==> config.mk <==
export PLATFORM = sky130hd
export DESIGN_NAME = esl_core
export DESIGN_NICKNAME = d
export VERILOG_FILES = /design/src/design/esl_pkg.sv /design/src/design/esl_core.sv /design/src/design/esl_rxbrk.sv /design/src/design/esl_sync2.sv
export VERILOG_INCLUDE_DIRS = /design/src /design/src/design
export SDC_FILE = /design/constraint.sdc
export NUM_CORES = 1
export LEC_CHECK = 0
export ABC_CLOCK_PERIOD_IN_PS = 3000
export BUFFER_PORTS_ARGS = -buffer_cell sky130_fd_sc_hd__clkbuf_2
export CORE_MARGIN = 5
export CORE_UTILIZATION = 40
export DETAILED_ROUTE_END_ITERATION = 10
export PLACE_DENSITY = 0.66
export SETUP_SLACK_MARGIN = 0.3
export SYNTH_ARGS = -nofsm -noshare
export SYNTH_HDL_FRONTEND = slang
export SYNTH_SLANG_ARGS = --single-unit
==> constraint.sdc <==
create_clock -name CORE_CLK_I -period 3 [get_ports CORE_CLK_I]
set_input_delay 0.15 -clock CORE_CLK_I [delete_from_list [all_inputs] [get_ports CORE_CLK_I]]
set_output_delay 0.15 -clock CORE_CLK_I [all_outputs]
set_load 0.02 [all_outputs]
==> src/design/esl_params.svh <==
// Purpose: register map, field codes and reset values of the ext/status latch block
// Assumes: byte addresses on a 32-bit avalon-mm slave
// Notes:   included by bare name
`ifndef ESL_PARAMS_SVH
`define ESL_PARAMS_SVH

`define ESL_ADR_W        5
`define ESL_ADR_STATUS   5'h00
`define ESL_ADR_ENABLE   5'h04
`define ESL_ADR_CMD      5'h08
`define ESL_ADR_INTCTL   5'h0c
`define ESL_ADR_RXCTL    5'h10
`define ESL_ADR_MODE     5'h14
`define ESL_ADR_IPSTAT   5'h18

`define ESL_CMD_RST_ES   3'h2
`define ESL_CMD_ABORT    3'h3
`define ESL_CMD_RST_EOM  3'h6

`define ESL_MODE_ASYNC   2'h0
`define ESL_MODE_BYTE    2'h1
`define ESL_MODE_EXTSYNC 2'h2
`define ESL_MODE_BITF    2'h3

`define ESL_B_MASTER_EN  0
`define ESL_B_RX_EN      0
`define ESL_B_HUNT       1
`define ESL_B_XTAL       2
`define ESL_B_IP         0
`define ESL_B_CLOSED     1

`define ESL_ENABLE_RST   6'h00
`define ESL_MODE_RST     3'h0
`define ESL_ABORT_ONES   3'h7

`endif

==> src/design/esl_pkg.sv <==
// Purpose: shared types of the ext/status latch block
// Assumes: esl_params.svh holds the numbers
// Notes:   source vector order fixes the status bit positions
package esl_pkg;

  typedef struct packed {
    logic break_abort;
    logic tx_eom;
    logic cts;
    logic dcd;
    logic sync_hunt;
    logic zero_count;
  } esl_src_t;

  typedef enum logic [1:0] {
    LAT_OPEN   = 2'b01,
    LAT_CLOSED = 2'b10
  } esl_lat_t;

endpackage

==> src/design/esl_core.sv <==
// Purpose: external/status latch and interrupt-pending logic of one channel
// Assumes: avalon-mm slave with waitrequest; receiver, transmitter and baud
//          generator events arrive as one-cycle pulses on CORE_CLK_I
// Notes:   modem pins pass a two flip-flop synchroniser first
//
// Summary of operation
// - enable bit one puts latch in path
// - any enabled change closes all latches, except falls of underrun and zero count
// - read shows live or captured per enable
// - reset ext/status command reopens latches
// - pending flag follows closed latches
// - master enable clear blocks pending flag
// - break/abort only in async, bit-frame
// - break sets on null, clears on one
// - abort on seven ones, cleared by zero
// - received abort forces receiver into hunt
// - both break/abort edges close latches
// - underrun clear by command never closes
// - crc load sets underrun in byte-sync and bit-frame modes
// - send abort sets; async reads one
// - cts and dcd reported, both edges close
// - odd pin transitions keep latches closed
// - zero count sets, reloads clear, live
// - zero count enable off forces zero
// - sync pin reported in async, ext-sync
// - crystal in those modes forces zero
// - hunt set by command, cleared by sync
// - bit-frame hunt entry and flag exit
// - master enable bit, per-source enables
// - disabled source never raises interrupt
//
// The address map and the Avalon-MM slave port were left to the implementer.
`timescale 1ns/100ps
`include "esl_params.svh"
module esl_core
  import esl_pkg::*;
(
  input  wire logic                 CORE_CLK_I,
  input  wire logic                 SYS_RST_I,
  // avalon-mm slave
  input  wire logic [`ESL_ADR_W-1:0] AVS_ADDRESS_I,
  input  wire logic                 AVS_READ_I,
  input  wire logic                 AVS_WRITE_I,
  input  wire logic [31:0]          AVS_WRITEDATA_I,
  output logic      [31:0]          AVS_READDATA_O,
  output logic                      AVS_WAITREQUEST_O,
  // modem pins
  input  wire logic                 CLEAR_TO_SEND_N_I,
  input  wire logic                 CARRIER_DETECT_I,
  input  wire logic                 CHAR_SYNC_I,
  // receiver events
  input  wire logic                 RX_BIT_VALID_I,
  input  wire logic                 RX_BIT_I,
  input  wire logic                 RX_NULL_FERR_I,
  input  wire logic                 RX_FLAG_I,
  input  wire logic                 RX_SYNC_MATCH_I,
  // transmitter and baud generator events
  input  wire logic                 TX_CRC_LOAD_I,
  input  wire logic                 BRG_ZERO_I,
  input  wire logic                 BRG_RELOAD_I,
  // outputs
  output logic                      RX_NULL_PUSH_O,
  output logic                      TX_SEND_ABORT_O,
  output logic                      RX_HUNT_O,
  output logic                      EXT_STATUS_IP_O
);

  // ---------------- register state ----------------
  esl_src_t   enable_q;
  logic       master_en_q;
  logic       rx_en_q;
  logic [1:0] mode_q;
  logic       xtal_q;
  logic       ack_q;
  logic       wr_go;
  logic [2:0] cmd_w;
  logic       cmd_rst_es;
  logic       cmd_abort;
  logic       cmd_rst_eom;
  logic       cmd_hunt;
  logic       rx_en_rise;

  // ---------------- source state ----------------
  logic [2:0] pin_s;
  logic       brk_abt;
  logic       eom_q;
  logic       zc_q;
  logic       hunt_q;
  logic       sync_forced;
  esl_src_t   live_w;
  esl_src_t   prev_q;
  esl_src_t   chg_w;
  esl_src_t   latched_q;
  esl_src_t   status_w;
  esl_lat_t   lat_q;
  esl_lat_t   lat_d;
  logic       trig_w;
  logic       odd_w;

  function automatic logic is_sync_mode(input logic [1:0] m);
    is_sync_mode = (m == `ESL_MODE_BYTE) || (m == `ESL_MODE_BITF);
  endfunction

  function automatic logic [31:0] zext6(input esl_src_t v);
    zext6 = {26'h0, v};
  endfunction

  // ---------------- avalon slave ----------------
  // one wait state: read data loads on the first edge, write side effects land on the second
  assign AVS_WAITREQUEST_O = (AVS_READ_I | AVS_WRITE_I) & ~ack_q;
  assign wr_go             = AVS_WRITE_I & ack_q;

  always_ff @(posedge CORE_CLK_I) begin
    if (SYS_RST_I) begin
      ack_q <= 1'b0;
    end else begin
      ack_q <= (AVS_READ_I | AVS_WRITE_I) & ~ack_q;
    end
  end

  // read data loads on the first edge and stands until the next read
  always_ff @(posedge CORE_CLK_I) begin
    if (SYS_RST_I) begin
      AVS_READDATA_O <= 32'h0;
    end else if (AVS_READ_I && !ack_q) begin
      case (AVS_ADDRESS_I)
        `ESL_ADR_STATUS: AVS_READDATA_O <= zext6(status_w);
        `ESL_ADR_ENABLE: AVS_READDATA_O <= zext6(enable_q);
        `ESL_ADR_INTCTL: AVS_READDATA_O <= {31'h0, master_en_q};
        `ESL_ADR_RXCTL:  AVS_READDATA_O <= {30'h0, hunt_q, rx_en_q};
        `ESL_ADR_MODE:   AVS_READDATA_O <= {29'h0, xtal_q, mode_q};
        `ESL_ADR_IPSTAT: AVS_READDATA_O <= {30'h0, lat_q == LAT_CLOSED,
                                            EXT_STATUS_IP_O};
        default:         AVS_READDATA_O <= 32'h0;
      endcase
    end
  end

  assign cmd_w       = AVS_WRITEDATA_I[2:0];
  assign cmd_rst_es  = wr_go && AVS_ADDRESS_I == `ESL_ADR_CMD && cmd_w == `ESL_CMD_RST_ES;
  assign cmd_abort   = wr_go && AVS_ADDRESS_I == `ESL_ADR_CMD && cmd_w == `ESL_CMD_ABORT;
  assign cmd_rst_eom = wr_go && AVS_ADDRESS_I == `ESL_ADR_CMD && cmd_w == `ESL_CMD_RST_EOM;
  assign cmd_hunt    = wr_go && AVS_ADDRESS_I == `ESL_ADR_RXCTL
                       && AVS_WRITEDATA_I[`ESL_B_HUNT];
  assign rx_en_rise  = wr_go && AVS_ADDRESS_I == `ESL_ADR_RXCTL
                       && AVS_WRITEDATA_I[`ESL_B_RX_EN] && !rx_en_q;

  // mode and enable registers
  always_ff @(posedge CORE_CLK_I) begin
    if (SYS_RST_I) begin
      enable_q    <= `ESL_ENABLE_RST;
      master_en_q <= 1'b0;
      rx_en_q     <= 1'b0;
      {xtal_q, mode_q} <= `ESL_MODE_RST;
    end else if (wr_go) begin
      case (AVS_ADDRESS_I)
        `ESL_ADR_ENABLE: enable_q    <= AVS_WRITEDATA_I[5:0];
        `ESL_ADR_INTCTL: master_en_q <= AVS_WRITEDATA_I[`ESL_B_MASTER_EN];
        `ESL_ADR_RXCTL:  rx_en_q     <= AVS_WRITEDATA_I[`ESL_B_RX_EN];
        `ESL_ADR_MODE:   {xtal_q, mode_q} <= AVS_WRITEDATA_I[2:0];
        default: begin
        end
      endcase
    end
  end

  assign TX_SEND_ABORT_O = cmd_abort;

  // ---------------- pins and receiver ----------------
  esl_sync2 #(
    .W (3)
  ) u_sync (
    .clk_i (CORE_CLK_I),
    .rst_i (SYS_RST_I),
    .d_i   ({~CLEAR_TO_SEND_N_I, CARRIER_DETECT_I, CHAR_SYNC_I}),
    .q_o   (pin_s)
  );

  esl_rxbrk u_brk (
    .clk_i       (CORE_CLK_I),
    .rst_i       (SYS_RST_I),
    .mode_i      (mode_q),
    .bit_vld_i   (RX_BIT_VALID_I),
    .bit_i       (RX_BIT_I),
    .null_ferr_i (RX_NULL_FERR_I),
    .brk_abt_o   (brk_abt),
    .null_push_o (RX_NULL_PUSH_O)
  );

  // ---------------- transmit underrun/end_of_message ----------------
  // a set in the same cycle as the reset command wins
  always_ff @(posedge CORE_CLK_I) begin
    if (SYS_RST_I) begin
      eom_q <= 1'b0;
    end else if (cmd_abort) begin
      eom_q <= 1'b1;
    end else if (TX_CRC_LOAD_I && is_sync_mode(mode_q)) begin
      eom_q <= 1'b1;
    end else if (cmd_rst_eom) begin
      eom_q <= 1'b0;
    end
  end

  // ---------------- zero_count ----------------
  always_ff @(posedge CORE_CLK_I) begin
    if (SYS_RST_I) begin
      zc_q <= 1'b0;
    end else if (BRG_ZERO_I) begin
      zc_q <= 1'b1;
    end else if (BRG_RELOAD_I) begin
      zc_q <= 1'b0;
    end
  end

  // ---------------- hunt ----------------
  // bit-frame enters on command, abort or receiver enable and leaves on a
  // flag; byte sync leaves on a match; other modes only ever set it
  always_ff @(posedge CORE_CLK_I) begin
    if (SYS_RST_I) begin
      hunt_q <= 1'b0;
    end else if (mode_q == `ESL_MODE_BITF) begin
      if (cmd_hunt || rx_en_rise || (brk_abt && !prev_q.break_abort)) begin
        hunt_q <= 1'b1;
      end else if (RX_FLAG_I) begin
        hunt_q <= 1'b0;
      end
    end else if (mode_q == `ESL_MODE_BYTE) begin
      if (cmd_hunt) begin
        hunt_q <= 1'b1;
      end else if (RX_SYNC_MATCH_I) begin
        hunt_q <= 1'b0;
      end
    end else if (cmd_hunt) begin
      hunt_q <= 1'b1;
    end
  end

  assign RX_HUNT_O = hunt_q;

  // ---------------- live source vector ----------------
  assign sync_forced = xtal_q && (mode_q == `ESL_MODE_ASYNC
                                  || mode_q == `ESL_MODE_EXTSYNC);

  always_comb begin
    live_w.break_abort = brk_abt;
    live_w.tx_eom      = (mode_q == `ESL_MODE_ASYNC) ? 1'b1 : eom_q;
    live_w.cts         = pin_s[2];
    live_w.dcd         = pin_s[1];
    if (sync_forced) begin
      live_w.sync_hunt = 1'b0;
    end else if (is_sync_mode(mode_q)) begin
      live_w.sync_hunt = hunt_q;
    end else begin
      live_w.sync_hunt = pin_s[0];
    end
    live_w.zero_count  = zc_q & enable_q.zero_count;
  end

  // previous-cycle live vector; every edge test below compares against it
  always_ff @(posedge CORE_CLK_I) begin
    if (SYS_RST_I) begin
      prev_q <= '0;
    end else begin
      prev_q <= live_w;
    end
  end

  // ---------------- change detection ----------------
  // one-way sources only count a rise; sync is masked while forced
  always_comb begin
    chg_w             = live_w ^ prev_q;
    chg_w.break_abort = live_w.break_abort ^ prev_q.break_abort;
    chg_w.tx_eom      = live_w.tx_eom & ~prev_q.tx_eom;
    chg_w.zero_count  = live_w.zero_count & ~prev_q.zero_count;
    chg_w.sync_hunt   = (live_w.sync_hunt ^ prev_q.sync_hunt) & ~sync_forced;
  end

  // only enabled sources can close the group
  assign trig_w = |(chg_w & enable_q);

  // pin that ended on the other level than captured: odd transitions
  assign odd_w = |(({latched_q.cts, latched_q.dcd, latched_q.sync_hunt}
                    ^ {live_w.cts, live_w.dcd, live_w.sync_hunt})
                   & {enable_q.cts, enable_q.dcd, enable_q.sync_hunt});

  // ---------------- latch group state ----------------
  always_comb begin
    case (lat_q)
      LAT_OPEN: begin
        lat_d = trig_w ? LAT_CLOSED : LAT_OPEN;
      end
      LAT_CLOSED: begin
        if (cmd_rst_es) begin
          lat_d = (odd_w || trig_w) ? LAT_CLOSED : LAT_OPEN;
        end else begin
          lat_d = LAT_CLOSED;
        end
      end
      default: begin
        lat_d = LAT_OPEN;
      end
    endcase
  end

  always_ff @(posedge CORE_CLK_I) begin
    if (SYS_RST_I) begin
      lat_q <= LAT_OPEN;
    end else begin
      lat_q <= lat_d;
    end
  end

  // capture follows the live value while open, freezes while closed;
  // a reset command re-takes the current values, so a group that stays
  // closed on an odd pin count shows the new level, not the old one
  always_ff @(posedge CORE_CLK_I) begin
    if (SYS_RST_I) begin
      latched_q <= '0;
    end else if (lat_q == LAT_OPEN || cmd_rst_es) begin
      latched_q <= live_w;
    end
  end

  // ---------------- readable status ----------------
  // zero_count bypasses the latch and always reads live
  always_comb begin
    status_w = live_w;
    if (lat_q == LAT_CLOSED) begin
      status_w = (latched_q & enable_q) | (live_w & ~enable_q);
    end
    status_w.zero_count = live_w.zero_count;
  end

  // ---------------- interrupt pending ----------------
  // pending follows the next group state, so it moves with the latches
  always_ff @(posedge CORE_CLK_I) begin
    if (SYS_RST_I) begin
      EXT_STATUS_IP_O <= 1'b0;
    end else begin
      EXT_STATUS_IP_O <= (lat_d == LAT_CLOSED) && master_en_q;
    end
  end

endmodule

==> src/design/esl_rxbrk.sv <==
// Purpose: break detect (async) and abort detect (bit-oriented frames)
// Assumes: receiver supplies bit strobes and a null-with-framing-error pulse
// Notes:   status reads 0 in other synchronous modes
`timescale 1ns/100ps
`include "esl_params.svh"
module esl_rxbrk
  import esl_pkg::*;
(
  input  wire logic       clk_i,
  input  wire logic       rst_i,
  input  wire logic [1:0] mode_i,
  input  wire logic       bit_vld_i,
  input  wire logic       bit_i,
  input  wire logic       null_ferr_i,
  output logic            brk_abt_o,
  output logic            null_push_o
);
  logic       async_w;
  logic       bitf_w;
  logic [2:0] ones_q;
  logic       flag_q;

  assign async_w = (mode_i == `ESL_MODE_ASYNC);
  assign bitf_w  = (mode_i == `ESL_MODE_BITF);

  // count contiguous ones, saturating at the abort length
  always_ff @(posedge clk_i) begin
    if (rst_i) begin
      ones_q <= 3'h0;
    end else if (bit_vld_i) begin
      if (!bit_i) begin
        ones_q <= 3'h0;
      end else if (ones_q != `ESL_ABORT_ONES) begin
        ones_q <= ones_q + 3'h1;
      end
    end
  end

  always_ff @(posedge clk_i) begin
    if (rst_i) begin
      flag_q      <= 1'b0;
      null_push_o <= 1'b0;
    end else begin
      null_push_o <= 1'b0;
      if (async_w) begin
        if (null_ferr_i) begin
          flag_q <= 1'b1;
        end else if (bit_vld_i && bit_i && flag_q) begin
          flag_q      <= 1'b0;
          null_push_o <= 1'b1;
        end
      end else if (bitf_w) begin
        if (bit_vld_i && bit_i && ones_q == `ESL_ABORT_ONES - 3'h1) begin
          flag_q <= 1'b1;
        end else if (bit_vld_i && !bit_i) begin
          flag_q <= 1'b0;
        end
      end else begin
        flag_q <= 1'b0;
      end
    end
  end

  assign brk_abt_o = flag_q & (async_w | bitf_w);
endmodule

==> src/design/esl_sync2.sv <==
// Purpose: two flip-flop synchroniser for the modem pins
// Assumes: pins are asynchronous to CORE_CLK_I
// Notes:   first stage is read only by the second
`timescale 1ns/100ps
module esl_sync2 #(
  parameter int W = 3
) (
  input  wire logic         clk_i,
  input  wire logic         rst_i,
  input  wire logic [W-1:0] d_i,
  output logic      [W-1:0] q_o
);
  logic [W-1:0] s1_q;

  always_ff @(posedge clk_i) begin
    if (rst_i) begin
      s1_q <= '0;
      q_o  <= '0;
    end else begin
      s1_q <= d_i;
      q_o  <= s1_q;
    end
  end
endmodule

==> Flow_metrics.wiki, run 1 <==
{| class="wikitable"
! Metric !! Value
|-
| Status || complete, no violations
|-
| Die width || 89.1 µm
|-
| Cell with the biggest individual delay on the critical path || sky130_fd_sc_hd__dfxtp_1
|-
| CTS buffer count || 5
|-
| Area fraction in compound gates after synthesis || 0.150
|-
| Period Utilization, post-route || 0.719
|-
| DRC violations left || 0
|-
| Post-CTS Resized || 0
|-
| Highest ir drop seen on vdd || 235 µV
|-
| CTS tree || yes
|-
| Wire length of the first global-routing pass || 8740 µm
|-
| Most frequent cells in the layout || sky130_fd_sc_hd__dfxtp_1 (46), sky130_fd_sc_hd__nor2_1 (40), sky130_fd_sc_hd__clkbuf_2 (36)
|-
| Cell type with the largest total area after synthesis || sky130_fd_sc_hd__dfxtp_1
|-
| Cell at the root of the clock tree || sky130_fd_sc_hd__clkbuf_8
|-
| Hold WS || 0.0152 ns
|-
| Detail Route Antenna Nets || 0
|-
| Type of the tightest min-delay check || in -> reg
|-
| Vias in the first global route || 1853
|-
| Max frequency || 463 MHz
|-
| Fraction of synthesized cell area in xor and xnor cells || 0.0140
|-
| Height of the chip || 89.1 µm
|-
| WL/cell || 13.2 µm
|-
| Number of search-and-repair iterations in the first detailed-routing pass || 4
|-
| Yosys warnings || 0
|-
| Number of buffers on the longest clock path || 2
|-
| Number of setup buffers added after CTS || 0
|-
| Async set or reset register ratio after synthesis || 0
|-
| Final min period || 2.16 ns
|-
| H-tree lvl count || 2
|-
| Most common cell after layout, fill and taps aside || sky130_fd_sc_hd__dfxtp_1
|-
| Data arrival time of the critical path || 2.34 ns
|-
| Maximum fanout count along the critical path || 7
|-
| Number of placement rows || 28
|-
| Share of the synthesized area in the top cell type || 0.368
|-
| Nets || 392
|-
| Slew at the pin with the worst max-slew slack || 0.495 ns
|-
| Overall routing resource usage || 0.143
|-
| Number of flops mapped to enable cells by yosys || 0
|-
| Maximum number of pins on one net before global-route repair || 44
|-
| Endpoints failing hold || 0
|-
| Number of storage elements in the synthesis netlist || 46
|-
| Static leakage || 1.17 nW
|-
| Diodes inserted || 0
|-
| Initial antenna violation count || 0
|-
| Total negative slack for setup checks || 0 ns
|-
| Grt total ovfl || 0
|-
| Most instantiated flip-flop cell in the synthesis netlist || sky130_fd_sc_hd__dfxtp_1
|-
| Insertion delay of the later-clocked pin in the worst-skew pair || 0.30 ns
|-
| Number of ports placed on the die boundary || 89
|-
| Area of the die || 7930 µm²
|-
| Adder and majority cell fraction of the synthesized area || 0.0550
|-
| Pwr dens || 421 nW/µm²
|-
| Initial drt markers || 101
|-
| Setup violators final || 0
|-
| Via total after detailed routing || 2050
|-
| Multiplexer share of the synthesized area || 0.0680
|-
| Count of buffers from port buffering || 36
|-
| Proportion of synthesized chip area in sequential cells || 0.368
|-
| Stage delay of the slowest cell on the critical path || 0.45 ns
|-
| Detailed Place HPWL || 3980 µm
|-
| Synth area leaders || sky130_fd_sc_hd__dfxtp_1 (37%), sky130_fd_sc_hd__buf_4 (7.8%), sky130_fd_sc_hd__mux2i_1 (6.8%)
|-
| Simple-gate area share of the yosys netlist || 0.227
|-
| Clock sink count || 46
|-
| Signed area change from the synthesized netlist to the final layout || 9.45%
|-
| Synthesized area || 2500 µm²
|-
| WL final || 5360 µm
|-
| Worst Clk Skew || 0.00599 ns
|-
| Top Family by Delay on Critical Path || compound AO/OA/AOI/OAI gates
|-
| Number of unique standard cell types used by synthesis || 50
|-
| CP Data Required Time || 3.18 ns
|-
| Worst setup path class || reg -> reg
|-
| Number of max-slew violations in the final report || 0
|-
| Unrepaired setup endpoints after global routing || false
|-
| Post-synthesis instance total || 297
|-
| Worst-case headroom to the max-slew limit || 0.662
|-
| Core area || 5990 µm²
|-
| Number of maximum-capacitance violations || 0
|-
| Main combinational cell family by area after synthesis || simple AND/OR/NAND/NOR gates
|-
| Number of buffer and inverter instances along the worst setup path || 1
|-
| RD Place Congestion || 0.773
|-
| Clock transition at path regs || 0.08 ns
|-
| Crit path capture type || flip-flop
|-
| Effective utilization at floorplan || 0.418
|-
| Fraction of layout cells with a size suffix above 1 || 0.164
|-
| Synthesized area per cell || 8.42 µm²
|-
| Critical path launch point type || flip-flop
|-
| Mean number of vias per cell || 5.06
|-
| Ordered cell list for the critical path || inv_1 -> ha_1 -> o21ai_0 -> o21ai_1 -> a311o_1 -> a31oi_1 -> o22ai_1
|}
cells in the mapped netlist (3+ instances only):
library cell                n
sky130_fd_sc_hd__nor4_1     3
sky130_fd_sc_hd__o22ai_1    3
sky130_fd_sc_hd__nor2_1    40
sky130_fd_sc_hd__buf_2      3
sky130_fd_sc_hd__clkbuf_1   9
sky130_fd_sc_hd__nand3b_1   3
sky130_fd_sc_hd__a22oi_1    6
sky130_fd_sc_hd__buf_4     26
sky130_fd_sc_hd__nor2b_1    9
sky130_fd_sc_hd__mux2i_1   17
sky130_fd_sc_hd__a21oi_1   15
sky130_fd_sc_hd__nor3_1     8
sky130_fd_sc_hd__nand2_1   17
sky130_fd_sc_hd__nand3_1    9
sky130_fd_sc_hd__dfxtp_1   46
sky130_fd_sc_hd__xor2_1     4
sky130_fd_sc_hd__o21ai_0   10
sky130_fd_sc_hd__ha_1      11
sky130_fd_sc_hd__inv_1     13
sky130_fd_sc_hd__nand2b_1   6
per-layer routing:
layer,track usage,up-vias,routed length (µm)
met3,0.0378,9,503
li1,-,1037,-
met1,0.189,933,2390
met2,0.227,71,2370
met4,0.0487,0,91
met5,0,-,0
stage by stage:
step                      setup WS [ns]  power [W]  std cells   util  cell area (µm²)
after floorplan                    1.16   0.000761        322      -             2590
after global placement            0.884   0.000770        396  0.439             2630
after detailed placement          0.841   0.000772        396  0.439             2630
after CTS                         0.824    0.00117        405  0.457             2740
after global routing              0.580    0.00121        405  0.457             2740
final                             0.842    0.00115        405  0.457             2740
state kept, by name (all words and copies together), names as in the netlist, 2 cells and up:
name	cells
enable_q	6
prev_q	6
u_sync.s1_q	3
AVS_READDATA_O	6
latched_q	5
mode_q	2
lat_q	2
u_sync.q_o	3
u_brk.ones_q	3
worst reg2reg max path, delay by kind of cell (launching register included):
family,cells,cell delay [ns]
AO/OA/AOI/OAI,5,1.22
flip-flops,1,0.45
adder cells (fa/ha/maj),1,0.28
buffers and inverters,1,0.09
cells by family after synthesis:
| kind of cell | after synthesis |
|---|---|
| XOR/XNOR | 4 |
| adder cells (fa/ha/maj) | 11 |
| other | 1 |
| flip-flops | 46 |
| AND/OR/NAND/NOR | 110 |
| AO/OA/AOI/OAI | 57 |
| buffers and inverters | 51 |
| multiplexers | 17 |
layout make-up:
class	count	area [µm²]
clock buffers	6	82.6
repair buffers	38	198
fillers	631	3250
multi-input cells	225	1380
clock inverters	2	12.5
flip-flops and latches	46	921
well taps	75	93.8
inverters	13	48.8
power by group:
part           switching (W)  internal, W
clock network       0.000208     0.000185
registers         0.00000925     0.000624
logic              0.0000867    0.0000396
timing repair:
action                     in CTS  in global routing
setup endpoints to repair       0                  0
hold buffers                    1                  0
hold endpoints to repair        1                  0
worst paths after layout:
path	cells past startpoint	slack, ns	endpoint	from
setup / recovery	7	0.84	EXT_STATUS_IP_O$_SDFF_PP0_	mode_q[0]$_SDFFE_PP0P_
hold / removal	2	0.02	u_brk.null_push_o$_SDFF_PP0_	RX_NULL_FERR_I
setup reg to reg	7	0.84	EXT_STATUS_IP_O$_SDFF_PP0_	mode_q[0]$_SDFFE_PP0P_
hold reg to reg	1	0.44	u_sync.q_o[0]$_SDFF_PP0_	u_sync.s1_q[0]$_SDFF_PP0_
No activity file was read; power rests on OpenSTA's default activity.
==> inputs of run 2 (changes only) <==
ABC_CLOCK_PERIOD_IN_PS = 1900   (was 3000)
PLACE_DENSITY = 0.69   (was 0.66)
clock period = 1.9 ns   (was 3 ns; I/O delays follow)
==> run 2 against run 1 <==
Compared with the run above: register-to-register slack got worse by 0.72 ns; clock-buffer cell count decreased by 1; clock power rose by 120%; critical endpoint is now lat_q[0]$_SDFF_PP1_; first-iteration DRC count shrank 21%; sequential share of layout area shrank 3.6 points; flip-flop and latch count did not move; clock skew grew 0.0015 ns; global-route usage grew 0.50 points; non-clock buffer count increased by 19.
==> Flow_metrics.wiki, run 2 (synthesized netlist as in run 1, its figures left out) <==
{| class="wikitable"
! Metric !! Value
|-
| Startpoint of the most critical hold path || AVS_WRITEDATA_I[3]
|-
| Internal reg-to-reg setup slack || 0.12 ns
|-
| Worst Clk Skew || 0.00745 ns
|-
| Mean number of vias per cell || 5.08
|-
| WL/cell || 13.5 µm
|-
| Final min period || 1.78 ns
|-
| DRC violations left || 0
|-
| Count of buffers from port buffering || 36
|-
| RD Place Congestion || 0.766
|-
| Area used by sequential logic in the layout || 930 µm²
|-
| H-tree lvl count || 2
|-
| Most common cell after layout, fill and taps aside || sky130_fd_sc_hd__dfxtp_1
|-
| Total power after layout || 0.00211 W
|-
| # fillers || 594
|-
| Ordered cell list for the critical path || inv_4 -> ha_4 -> nand2b_4 -> inv_2 -> ha_4 -> nand2b_4 -> o2111ai_4 -> o31ai_1 -> a31o_2
|-
| Type of the tightest min-delay check || in -> reg
|-
| Number of buffer and inverter instances along the worst setup path || 2
|-
| DP Cell Count || 404
|-
| Initial drt markers || 80
|-
| Critical path launch point type || flip-flop
|-
| Vias in the first global route || 2018
|-
| Die width || 89.1 µm
|-
| Number of maximum-capacitance violations || 0
|-
| Cell with the biggest individual delay on the critical path || sky130_fd_sc_hd__dfxtp_4
|-
| Effective utilization at floorplan || 0.418
|-
| Number of placement rows || 28
|-
| Cell at the root of the clock tree || sky130_fd_sc_hd__clkbuf_8
|-
| CTS buffer count || 5
|-
| Insertion delay of the later-clocked pin in the worst-skew pair || 0.31 ns
|-
| Pwr dens || 682 nW/µm²
|-
| Overall routing resource usage || 0.148
|-
| Clock sink count || 46
|-
| Slew at the pin with the worst max-slew slack || 0.505 ns
|-
| CP Data Required Time || 2.16 ns
|-
| CTS tree || yes
|-
| Max frequency || 561 MHz
|-
| Detail Route Antenna Nets || 0
|-
| Maximum fanout count along the critical path || 4
|-
| Multi-input gate area in the final layout || 1530 µm²
|-
| Wire length of the first global-routing pass || 9140 µm
|-
| WL final || 5720 µm
|-
| Top Family by Delay on Critical Path || compound AO/OA/AOI/OAI gates
|-
| Post-route non-filler standard cell count || 424
|-
| Initial antenna violation count || 0
|-
| Number of search-and-repair iterations in the first detailed-routing pass || 4
|-
| Period Utilization, post-route || 0.938
|-
| Worst-case headroom to the max-slew limit || 0.661
|-
| Via total after detailed routing || 2153
|-
| Hold EP || enable_q[3]$_SDFFE_PP0P_
|-
| Number of ports placed on the die boundary || 89
|-
| Setup violators final || 0
|-
| Number of buffers on the longest clock path || 2
|-
| Largest registers || AVS_READDATA_O x6, enable_q x6, prev_q x6
|-
| Highest ir drop seen on vdd || 428 µV
|-
| Height of the chip || 89.1 µm
|-
| Endpoints failing hold || 0
|-
| Fraction of layout cells with a size suffix above 1 || 0.264
|-
| Maximum number of pins on one net before global-route repair || 44
|-
| Total negative slack for setup checks || 0 ns
|-
| Most frequent cells in the layout || sky130_fd_sc_hd__dfxtp_1 (43), sky130_fd_sc_hd__nor2_1 (40), sky130_fd_sc_hd__clkbuf_2 (36)
|-
| Clock transition at path regs || 0.09 ns
|-
| Grt total ovfl || 0
|-
| Static leakage || 1.31 nW
|-
| Count of cells along the worst hold path || 3
|-
| Status || complete, no violations
|-
| Stage delay of the slowest cell on the critical path || 0.40 ns
|-
| Worst setup path class || reg -> reg
|-
| Crit path capture type || flip-flop
|-
| Signed area change from the synthesized netlist to the final layout || 23.6%
|-
| Core area || 5990 µm²
|-
| Data arrival time of the critical path || 2.04 ns
|-
| Number of cells traversed by the worst register-to-register path || 9
|-
| Detailed Place HPWL || 4180 µm
|-
| Nets || 411
|-
| Worst R2R End || lat_q[0]$_SDFF_PP1_
|-
| Number of max-slew violations in the final report || 0
|-
| Diodes inserted || 0
|-
| Area of the die || 7930 µm²
|-
| Unrepaired setup endpoints after global routing || true
|-
| Source of the worst register-to-register timing path || mode_q[0]$_SDFFE_PP0P_
|}
## run 2: layer usage
metal / global-route usage / routed length (µm) / vias up
li1: - / - / 1078
met1: 0.184 / 2560 / 995
met2: 0.244 / 2560 / 66
met3: 0.0341 / 474 / 14
met4: 0.0690 / 128 / 0
met5: 0 / 0 / -
## run 2: worst min-delay path, stage by stage
cell	delay [ns]
sky130_fd_sc_hd__clkbuf_2	0.08
sky130_fd_sc_hd__mux2i_1	0.05
sky130_fd_sc_hd__nor2_1	0.07
## run 2: layout make-up
class	count	share of cell area
clock buffers	5	0.0223
clock inverters	3	0.0223
well taps	75	0.0304
repair buffers	57	0.113
flip-flops and latches	46	0.301
multi-input cells	225	0.494
inverters	13	0.0174
## run 2: worst max-delay path by stage
stage	start	end	slack, ns	depth (start not counted)
5_1_grt	mode_q[0]$_SDFFE_PP0P_	lat_q[1]$_SDFF_PP0_	0.06	9
6_report	mode_q[0]$_SDFFE_PP0P_	lat_q[0]$_SDFF_PP1_	0.12	9
2_1_floorplan	mode_q[1]$_SDFFE_PP0P_	lat_q[0]$_SDFF_PP1_	0.20	9
4_1_cts	mode_q[0]$_SDFFE_PP0P_	lat_q[0]$_SDFF_PP1_	0.13	9
3_5_place_dp	mode_q[1]$_SDFFE_PP0P_	lat_q[1]$_SDFF_PP0_	0.07	7
3_3_place_gp	mode_q[1]$_SDFFE_PP0P_	lat_q[1]$_SDFF_PP0_	0.1	7
## run 2: stage by stage
step                hold slack [ns]   util  setup slack [ns]  cell area, µm²
finish                       0.0224  0.516             0.117            3090
global route                 0.0365  0.516            0.0582            3090
CTS                          0.0155  0.505             0.134            3030
detailed placement            0.254  0.461            0.0689            2760
global placement              0.252  0.461            0.0987            2760
floorplan                     0.167      -             0.199            2660
## run 2: report_power, final
group | leakage, nW | total [W] | switching (W) | internal (W)
Clock | 0.0683 | 0.000873 | 0.000346 | 0.000527
Combinational | 0.867 | 0.000235 | 0.000149 | 0.0000866
Sequential | 0.376 | 0.000999 | 0.0000163 | 0.000983
Total | 1.31 | 0.00211 | 0.000511 | 0.00160
## run 2: repair_timing
item,in CTS,in global routing
hold buffers,4,0
endpoints found under the hold margin,4,0
gates resized for setup,10,9
pin swaps,8,2
setup endpoints to repair,8,13
buffers inserted,6,2
